===== src/common/msbu_defs.svh =====
/*
 * Constants for the microprogram sequencer: widths, reset values and the
 * interrupt entry address.
 * Assumes inclusion by bare name from every file that needs the figures.
 */
`ifndef MSBU_DEFS_SVH
`define MSBU_DEFS_SVH

// ==========================================================================
// widths
`define MSBU_PTR_W 12
`define MSBU_XBAR_W 16
`define MSBU_STK_DEPTH 16
`define MSBU_STK_AW 4
`define MSBU_NCLK 5
`define MSBU_NCOND 4
`define MSBU_NCCLK 8
`define MSBU_NPORT 8

// ==========================================================================
// clock bit positions within the per-instruction clock field
`define MSBU_CLK_LATCH 0
`define MSBU_CLK_PUSH 1
`define MSBU_CLK_POP 2
`define MSBU_CLK_INH_JUMP 3
`define MSBU_CLK_INH_FALL 4

// ==========================================================================
// reset values, stack top address and interrupt entry address
`define MSBU_PTR_RST 12'h000
`define MSBU_STK_ADDR_RST 4'h0
`define MSBU_STK_ADDR_TOP 4'hf
`define MSBU_IRQ_VECTOR 12'h001

`endif


===== src/common/msbu_pkg.sv =====
/*
 * Types for the microprogram sequencer: source encodings and the packed
 * instruction and saved-state carriers.
 * Assumes msbu_defs.svh is on the include path.
 */
`include "msbu_defs.svh"

package msbu_pkg;

  // ==========================================================================
  // jump target sources
  typedef enum logic [2:0] {
    JMP_STACK = 3'b000,
    JMP_PTR_K = 3'b001,
    JMP_K_OPND = 3'b010,
    JMP_K = 3'b011,
    JMP_STACK_OPND = 3'b100,
    JMP_PTR_OPND = 3'b101,
    JMP_OPND_X2 = 3'b110,
    JMP_OPND = 3'b111
  } jump_src_e;

  // stack write sources; code 3'b111 writes nothing
  typedef enum logic [2:0] {
    STK_PTR_K = 3'b000,
    STK_K_OPND = 3'b001,
    STK_K = 3'b010,
    STK_TOP_OPND = 3'b011,
    STK_PTR_OPND = 3'b100,
    STK_OPND_X2 = 3'b101,
    STK_OPND = 3'b110,
    STK_NONE = 3'b111
  } stack_src_e;

  // ==========================================================================
  // one microinstruction as seen by the sequencer
  typedef struct packed {
    logic [`MSBU_NCLK-1:0] clkBits;
    logic jumpEn;
    jump_src_e jumpSrc;
    logic [`MSBU_NCOND-1:0] condMask;
    logic stackWrite;
    stack_src_e stackSrc;
    logic stackClear;
    logic [`MSBU_PTR_W-1:0] constant;
    logic condClkEn;
    logic [2:0] unitSelectField;
  } instr_s;

  // state kept across an interrupt
  typedef struct packed {
    logic [`MSBU_PTR_W-1:0] ptr;
    logic [`MSBU_STK_AW-1:0] stackAddress;
    logic [`MSBU_XBAR_W-1:0] operand;
    logic [`MSBU_XBAR_W-1:0] machState;
  } saved_state_s;

endpackage


===== src/hdl/microsequencer_branch_unit.sv =====
/*
 * Microprogram sequencer and branch unit: instruction pointer, return
 * stack, jump and stack target arithmetic, inhibit of the following
 * instruction, conditional unit clocks, single-level interrupts with
 * state save and restore, pending and overflow status.
 * Assumes every input but resetn is synchronous to sys_clk and that one instruction
 * is presented per cycle while instrValid is high.
 */
`include "msbu_defs.svh"

module microsequencer_branch_unit
  import msbu_pkg::*;
(
  // clock and reset
  input wire logic sys_clk,
  input wire logic resetn,
  // microinstruction and operands
  input wire logic instrValid,
  input wire instr_s instr,
  input wire logic [`MSBU_XBAR_W-1:0] xbarIn,
  input wire logic [`MSBU_NCOND-1:0] conditions,
  // unit clock bits to be conditionally complemented
  input wire logic [`MSBU_NCCLK-1:0] unitClkIn,
  output logic [`MSBU_NCCLK-1:0] unitClkOut,
  // interrupt network
  input wire logic [`MSBU_NPORT-1:0] ringIrqReq,
  input wire logic [`MSBU_NPORT-1:0] portEnable,
  input wire logic irqActivate,
  input wire logic irqDeactivate,
  input wire logic irqReturn,
  input wire logic [`MSBU_XBAR_W-1:0] machStateIn,
  // ring port command
  input wire logic overflowClear,
  // sequencer state
  output logic [`MSBU_PTR_W-1:0] instrPtr,
  output logic [`MSBU_PTR_W-1:0] stackTop,
  output logic [`MSBU_STK_AW-1:0] stackAddress,
  output logic [`MSBU_XBAR_W-1:0] operandReg,
  output logic suppressNext,
  // saved state and restore
  output saved_state_s savedState,
  output logic restoreStrobe,
  output logic irqInService,
  // status
  output logic irqPending,
  output logic stackOverflow
);

  // ==========================================================================
  // functions

  // twelve-bit address sum, carry dropped on purpose
  function automatic logic [`MSBU_PTR_W-1:0] addr12(input logic [`MSBU_PTR_W-1:0] a,
                                                   input logic [`MSBU_PTR_W-1:0] b);
    logic [`MSBU_PTR_W:0] s;
    s = {1'b0, a} + {1'b0, b};
    return s[`MSBU_PTR_W-1:0];
  endfunction

  // ==========================================================================
  // reset synchroniser

  logic rstMeta_q;
  logic rstn;

  // release through two flops; only the second one is used downstream
  always_ff @(posedge sys_clk or negedge resetn) begin
    if (!resetn) begin
      rstMeta_q <= 1'b0;
      rstn <= 1'b0;
    end else begin
      rstMeta_q <= 1'b1;
      rstn <= rstMeta_q;
    end
  end

  // ==========================================================================
  // instruction decode

  logic exec;
  logic taken;
  logic [`MSBU_PTR_W-1:0] opnd;
  logic [`MSBU_PTR_W-1:0] k;
  logic [`MSBU_PTR_W-1:0] jumpTarget;
  logic [`MSBU_PTR_W-1:0] stackData;
  logic anyCond;
  logic irqTake;

  // a suppressed instruction still occupies its cycle but does nothing
  assign exec = instrValid && !suppressNext && !irqTake;
  assign opnd = operandReg[`MSBU_PTR_W-1:0];
  assign k = instr.constant;
  // empty mask means an unconditional jump
  assign anyCond = (instr.condMask == '0) || |(instr.condMask & conditions);
  assign taken = exec && instr.jumpEn && anyCond;

  // jump target selection
  always_comb begin
    case (instr.jumpSrc)
      JMP_STACK: jumpTarget = stackTop;
      JMP_PTR_K: jumpTarget = addr12(instrPtr, k);
      JMP_K_OPND: jumpTarget = addr12(k, opnd);
      JMP_K: jumpTarget = k;
      JMP_STACK_OPND: jumpTarget = addr12(stackTop, opnd);
      JMP_PTR_OPND: jumpTarget = addr12(instrPtr, opnd);
      JMP_OPND_X2: jumpTarget = addr12(opnd, opnd);
      JMP_OPND: jumpTarget = opnd;
      default: jumpTarget = opnd;
    endcase
  end

  // stack write data selection
  always_comb begin
    case (instr.stackSrc)
      STK_PTR_K: stackData = addr12(instrPtr, k);
      STK_K_OPND: stackData = addr12(k, opnd);
      STK_K: stackData = k;
      STK_TOP_OPND: stackData = addr12(stackTop, opnd);
      STK_PTR_OPND: stackData = addr12(instrPtr, opnd);
      STK_OPND_X2: stackData = addr12(opnd, opnd);
      STK_OPND: stackData = opnd;
      default: stackData = stackTop;
    endcase
  end

  // ==========================================================================
  // interrupt network

  logic [`MSBU_NPORT-1:0] enabledReq;
  logic irqActive_q;
  logic irqActive_d;
  logic irqInService_d;
  logic irqPending_d;
  logic restoreStrobe_d;
  saved_state_s savedState_d;
  logic irqExit;

  assign enabledReq = ringIrqReq & portEnable;
  // entry only at an instruction boundary so the saved pointer is exact
  assign irqTake = irqActive_q && !irqInService && |enabledReq && instrValid && !suppressNext;
  assign irqExit = irqInService && irqReturn;

  always_comb begin
    irqActive_d = irqActive_q;
    if (irqActivate) begin
      irqActive_d = 1'b1;
    end
    // deactivate wins when both arrive together
    if (irqDeactivate) begin
      irqActive_d = 1'b0;
    end
    irqInService_d = irqInService;
    if (irqTake) begin
      irqInService_d = 1'b1;
    end else if (irqExit) begin
      irqInService_d = 1'b0;
    end
    irqPending_d = |enabledReq && !irqInService_d;
    savedState_d = savedState;
    if (irqTake) begin
      savedState_d.ptr = instrPtr;
      savedState_d.stackAddress = stackAddress;
      savedState_d.operand = operandReg;
      savedState_d.machState = machStateIn;
    end
    restoreStrobe_d = irqExit;
  end

  // saved state stays on its port for the program and ring port to read
  always_ff @(posedge sys_clk or negedge rstn) begin
    if (!rstn) begin
      irqActive_q <= 1'b0;
      irqInService <= 1'b0;
      irqPending <= 1'b0;
      savedState <= '0;
      restoreStrobe <= 1'b0;
    end else begin
      irqActive_q <= irqActive_d;
      irqInService <= irqInService_d;
      irqPending <= irqPending_d;
      savedState <= savedState_d;
      restoreStrobe <= restoreStrobe_d;
    end
  end

  // ==========================================================================
  // pointer, operand register, inhibit

  logic [`MSBU_PTR_W-1:0] instrPtr_d;
  logic [`MSBU_XBAR_W-1:0] operandReg_d;
  logic suppressNext_d;

  always_comb begin
    instrPtr_d = addr12(instrPtr, `MSBU_PTR_W'(1));
    if (irqTake) begin
      instrPtr_d = `MSBU_IRQ_VECTOR;
    end else if (irqExit) begin
      instrPtr_d = savedState.ptr;
    end else if (taken) begin
      instrPtr_d = jumpTarget;
    end else if (!instrValid) begin
      instrPtr_d = instrPtr;
    end
    operandReg_d = operandReg;
    if (irqExit) begin
      operandReg_d = savedState.operand;
    end else if (exec && instr.clkBits[`MSBU_CLK_LATCH]) begin
      operandReg_d = xbarIn;
    end
    suppressNext_d = 1'b0;
    if (exec) begin
      suppressNext_d = (instr.clkBits[`MSBU_CLK_INH_JUMP] && taken) ||
                       (instr.clkBits[`MSBU_CLK_INH_FALL] && !taken);
    end else if (!instrValid) begin
      suppressNext_d = suppressNext;
    end
  end

  always_ff @(posedge sys_clk or negedge rstn) begin
    if (!rstn) begin
      instrPtr <= `MSBU_PTR_RST;
      operandReg <= '0;
      suppressNext <= 1'b0;
    end else begin
      instrPtr <= instrPtr_d;
      operandReg <= operandReg_d;
      suppressNext <= suppressNext_d;
    end
  end

  // ==========================================================================
  // return stack

  logic [`MSBU_STK_AW-1:0] stackAddress_d;
  logic stackOverflow_d;
  logic stkWrEn;
  logic pushAtTop;

  assign pushAtTop = exec && instr.clkBits[`MSBU_CLK_PUSH] && stackAddress == `MSBU_STK_ADDR_TOP;
  // writes land on the new top, after any push or pop in the same instruction
  assign stkWrEn = exec && instr.stackWrite && instr.stackSrc != STK_NONE;

  always_comb begin
    stackAddress_d = stackAddress;
    if (irqExit) begin
      stackAddress_d = savedState.stackAddress;
    end else if (exec && instr.stackClear) begin
      stackAddress_d = `MSBU_STK_ADDR_RST;
    end else if (exec && instr.clkBits[`MSBU_CLK_PUSH] && !instr.clkBits[`MSBU_CLK_POP]) begin
      // saturate at the top so older entries are not overwritten silently
      if (!pushAtTop) begin
        stackAddress_d = stackAddress + `MSBU_STK_AW'(1);
      end
    end else if (exec && instr.clkBits[`MSBU_CLK_POP] && !instr.clkBits[`MSBU_CLK_PUSH]) begin
      stackAddress_d = stackAddress - `MSBU_STK_AW'(1);
    end
    stackOverflow_d = stackOverflow;
    if (overflowClear) begin
      stackOverflow_d = 1'b0;
    end
    // set wins over a clear in the same cycle
    if (pushAtTop) begin
      stackOverflow_d = 1'b1;
    end
  end

  always_ff @(posedge sys_clk or negedge rstn) begin
    if (!rstn) begin
      stackAddress <= `MSBU_STK_ADDR_RST;
      stackOverflow <= 1'b0;
    end else begin
      stackAddress <= stackAddress_d;
      stackOverflow <= stackOverflow_d;
    end
  end

  // top of stack follows the next address through a registered read
  return_stack_mem stackMem (
    .clk(sys_clk),
    .rstn(rstn),
    .wrEn(stkWrEn),
    .wrAddr(stackAddress_d),
    .wrData(stackData),
    .rdAddr(stackAddress_d),
    .rdData(stackTop)
  );

  // ==========================================================================
  // conditional unit clocks

  logic [`MSBU_NCCLK-1:0] unitClkOut_d;
  logic [`MSBU_NCCLK-1:0] ccSel;

  // bit order: adder0 a/b, adder1 a/b, file f, file g, shift0, shift1
  always_comb begin
    ccSel = '0;
    if (exec && instr.condClkEn) begin
      ccSel[instr.unitSelectField] = 1'b1;
    end
    unitClkOut_d = unitClkIn;
    if (|(instr.condMask & conditions)) begin
      unitClkOut_d = unitClkIn ^ ccSel;
    end
  end

  always_ff @(posedge sys_clk or negedge rstn) begin
    if (!rstn) begin
      unitClkOut <= '0;
    end else begin
      unitClkOut <= unitClkOut_d;
    end
  end

endmodule // microsequencer_branch_unit


===== src/hdl/return_stack_mem.sv =====
/*
 * Sixteen-word return stack storage with one write port and a registered
 * read port; a write to the address being read is seen at once.
 * Assumes a synchronous clock and the already synchronised reset.
 */
`include "msbu_defs.svh"

module return_stack_mem (
  // clock and reset
  input wire logic clk,
  input wire logic rstn,
  // write port
  input wire logic wrEn,
  input wire logic [`MSBU_STK_AW-1:0] wrAddr,
  input wire logic [`MSBU_PTR_W-1:0] wrData,
  // read port
  input wire logic [`MSBU_STK_AW-1:0] rdAddr,
  output logic [`MSBU_PTR_W-1:0] rdData
);

  logic [`MSBU_PTR_W-1:0] mem_q [`MSBU_STK_DEPTH];
  logic [`MSBU_PTR_W-1:0] rdData_d;

  // write-first so a fresh write is the top seen next cycle
  always_comb begin
    rdData_d = mem_q[rdAddr];
    if (wrEn && wrAddr == rdAddr) begin
      rdData_d = wrData;
    end
  end

  // storage array has no reset; only the read register does
  always_ff @(posedge clk) begin
    if (wrEn) begin
      mem_q[wrAddr] <= wrData;
    end
  end

  always_ff @(posedge clk or negedge rstn) begin
    if (!rstn) begin
      rdData <= `MSBU_PTR_RST;
    end else begin
      rdData <= rdData_d;
    end
  end

endmodule // return_stack_mem


===== config.mk =====
export PLATFORM = sky130hd
export DESIGN_NAME = microsequencer_branch_unit
export DESIGN_NICKNAME = d
export VERILOG_FILES = /design/src/common/msbu_pkg.sv /design/src/hdl/microsequencer_branch_unit.sv /design/src/hdl/return_stack_mem.sv
export VERILOG_INCLUDE_DIRS = /design/src /design/src/common
export SDC_FILE = /design/constraint.sdc
export NUM_CORES = 1
export LEC_CHECK = 0
export BUFFER_PORTS_ARGS = -buffer_cell sky130_fd_sc_hd__clkbuf_2
export CORE_MARGIN = 8
export CORE_UTILIZATION = 52
export CTS_BUF_LIST = sky130_fd_sc_hd__clkbuf_2
export DETAILED_ROUTE_END_ITERATION = 10
export PLACE_DENSITY = 0.7
export SLEW_MARGIN = 20
export SYNTH_ARGS = -nofsm -noshare
export SYNTH_HDL_FRONTEND = slang
export SYNTH_SLANG_ARGS = --single-unit

===== constraint.sdc =====
create_clock -name sys_clk -period 5.85 [get_ports sys_clk]
set_input_delay 0.8775 -clock sys_clk [delete_from_list [all_inputs] [get_ports sys_clk]]
set_output_delay 0.8775 -clock sys_clk [all_outputs]
set_load 0.05 [all_outputs]

==> metrics.txt <==
CTS tree=yes; max-cap violations=0; pwr/cell area=505 nW/µm²; CP endpoint kind=register; largest net degree at the start of global routing=57; clock sink total=300; Yosys top cell area share=36.3%; Fin Clk Skew=0.103 ns; Antenna Nets Post-Route=0; Post-route DRC=0; Clock Latency Late Sink=0.93 ns; synth top area cells=edfxtp_1 (36%), dfrtp_1 (17%), mux2i_1 (7.5%), nand2_1 (5.8%), ha_1 (3.7%); worst r2r src=operandReg[0]$_DFFE_PN0P_; CTS H-tree depth=3; gr usage total=26.0%; Arr. time, crit path=4.52 ns; main flop type after synthesis=edfxtp_1; Worst path slowest cell=nor2_1; Mapped Cells=1,413; Crit path largest cell delay=0.81 ns; FF+latch count, synth=300; Max IR drop VDD=0.231 mV; mean post-synth cell area=11.3 µm²; RSZ-0062 raised after global routing=no; R2R Setup Slk=1.82 ns; Filler Cells Inserted=2,592; wire per inst=22.9 µm; Req. time, crit path=6.34 ns; TNS Setup=0 ns; # rows=64; Hold Path Class=in2reg; area leader, netlist=edfxtp_1; Cell Area, Synth=15,900 µm²; Hold Vio Cnt, Final=0; Reg area=8470 µm²; CP Class=reg2reg; post_cts resized=0; Worst Reg-to-Reg Cells=10; worst r2r dst=stackMem.mem_q[9][10]$_DFFE_PP_; critical path cell sequence=ha_1, fa_1, a211oi_1, o21bai_1, a31oi_1, o21ai_0, xor2_1, a22oi_1, o221a_2, nor2_1; Fmax achieved=248 MHz; P_leak=0.00777 µW; Worst Tran Pin Value=1.07 ns; CP top delay family=compound AO/OA/AOI/OAI gates; Post-CTS Hold Buffers=1; Final #Nets=1,807; fin crit share=68.9%; pre-CTS WS=1.08 ns; Worst-path clk slew=0.11 ns; synth warn=0; M1 WL=19,000 µm; postcts setup bufs=0; vias in the first global route=12,700; first-pass GRT wire length=73,300 µm; Final HPWL DP=34,800 µm; unique cell type count in the Yosys netlist=79; hold_ws=0.137 ns; clk buf depth=3; hold wc startpoint=machStateIn[10]; met3 WL=3900 µm; Post-synth EDFFs=192; multi-input logic area=7100 µm²; Startpoint Class=register; DR WL met2=23,600 µm; buffer and inverter count on the worst path=0; routed wire length=48,200 µm; Port Buffer Count=205; Synthesized Nets=1,565; TritonCTS Buffers=75; Initial DRT Pass Iterations=5; CTS root buf=clkbuf_2; uppermost layer routed=met4; Core ar.=30,300 µm²; die span in x=191 µm; hold path endpoint=savedState[10]$_DFFE_PN0N_; vias per inst=6.03; status=complete, no violations; Worst Path Max Fanout=16; Synth-to-Final Area Change=13.8%; routed vias=12,700; post-synthesis sequential area ratio=53.3%; grt ovf=0; Final WS setup=1.82 ns; Slew headroom=28.3%; initial drt markers=951; GPL Wtd Cong=1.00; I/O pin total=206; Die H=191 µm; share of post-route cells with drive strength above 1=23.6%; Finish-stage setup viols=0; fin. max-slew vios=0; crit path time final=4.03 ns; Initial Utilization=52.4%; ys async rst share=36.0%; initial antenna violation count=1; Worst Hold Depth=3; die area=36,400 µm²
==> cell usage after synthesis (13+ instances only) <==
cell type	instances
nand2_1	247
edfxtp_1	192
mux2i_1	119
dfrtp_1	108
nor2_1	82
o21ai_0	75
ha_1	47
clkbuf_1	46
nand3_1	39
nor3_1	38
a21oi_1	34
a22oi_1	33
xnor2_1	28
inv_1	27
mux4_2	24
xor2_1	24
a21o_1	17
a211oi_1	13
and3_1	13
==> cell families after synthesis <==
group | count (synthesis) | share of synthesized area [%]
AOI/OAI and AO/OA | 298 | 13.0
DFF | 300 | 53.3
muxes | 146 | 11.2
adders and majority gates | 51 | 4.20
xor gates and xnor gates | 52 | 2.86
other | 1 | 0.0236
and+or+nand+nor | 466 | 12.7
buffers and inverters | 99 | 2.74
==> sequential cells by signal, summed over array words and instances (netlist names) <==
| register | cells |
|---|---|
| stackOverflow | 1 |
| irqPending | 1 |
| stackMem.rdData | 12 |
| savedState | 48 |
| operandReg | 16 |
| irqActive_q | 1 |
| stackAddress | 4 |
| stackMem.mem_q | 192 |
| suppressNext | 1 |
| rstMeta_q | 1 |
| unitClkOut | 8 |
| restoreStrobe | 1 |
| rstn | 1 |
| instrPtr | 12 |
| irqInService | 1 |
==> metal layers <==
metal,track usage [%],vias up
met1,31.7,6176
met3,5.40,120
met5,0,-
met2,43.9,570
li1,-,5820
met4,11.5,0
==> layout by cell type (no fill, tap or decap), drive strengths merged, types with 9 or more instances in the layout <==
cell    synthesis  routed
ha             47      47
o21ai          75      75
clkinv          1      21
a221oi         10      10
nand2         247     247
a211oi         13      13
o211ai         11      11
mux4           25      25
xor2           24      24
edfxtp        192     192
and3           13      13
dfrtp         108     108
a21oi          34      34
nor2b           9       9
inv            30      32
buf            22      27
nor3           39      39
mux2i         119     119
a31oi          11      11
clkbuf         46     308
a22oi          33      33
a21o           17      17
xnor2          28      28
nand3          39      39
nor2           83      83
==> cell type report <==
class,count,share of cell area (%)
Clock inverter,25,0.671
Inverter,31,0.671
Clock buffer,103,2.85
Tap cell,396,2.74
Multi-Input combinational cell,1014,39.3
Sequential cell,300,46.8
Antenna cell,1,0.0138
Timing Repair Buffer,233,6.96
==> stage by stage <==
step	power, µW	instances	area (µm²)	util, %
2_1_floorplan	6370	1413	15900	-
3_3_place_gp	7690	1972	17400	57.3
3_5_place_dp	7770	1972	17400	57.3
4_1_cts	9110	2101	18000	59.4
5_1_grt	9620	2103	18100	59.6
6_report	9140	2103	18100	59.6
==> power breakdown <==
part / switching (µW) / internal (µW)
clock: 841 / 483
sequential: 520 / 2730
combinational: 3110 / 1450
==> worst reg2reg max path, stage by stage, from the launching register on <==
cell and delay [ns]:
dfrtp_1 0.53, ha_1 0.36, fa_1 0.47, a211oi_1 0.24
o21bai_1 0.14, a31oi_1 0.25, o21ai_0 0.15, xor2_1 0.23
a22oi_1 0.13, o221a_2 0.34, nor2_1 0.81
==> worst max path at each step <==
stage | end | slack (ns) | startpoint | depth (start not counted)
after floorplan | stackMem.mem_q[10][0]$_DFFE_PP_ | 1.80 | ringIrqReq[3] | 8
after global placement | stackMem.mem_q[15][9]$_DFFE_PP_ | 1.20 | ringIrqReq[3] | 8
after detailed placement | stackMem.mem_q[15][6]$_DFFE_PP_ | 1.08 | ringIrqReq[3] | 8
after CTS | stackMem.mem_q[14][7]$_DFFE_PP_ | 1.84 | operandReg[3]$_DFFE_PN0P_ | 9
after global routing | stackMem.mem_q[9][10]$_DFFE_PP_ | 1.52 | operandReg[0]$_DFFE_PN0P_ | 10
final | stackMem.mem_q[9][10]$_DFFE_PP_ | 1.82 | operandReg[0]$_DFFE_PN0P_ | 10
Power figures use the tool's default switching activity.
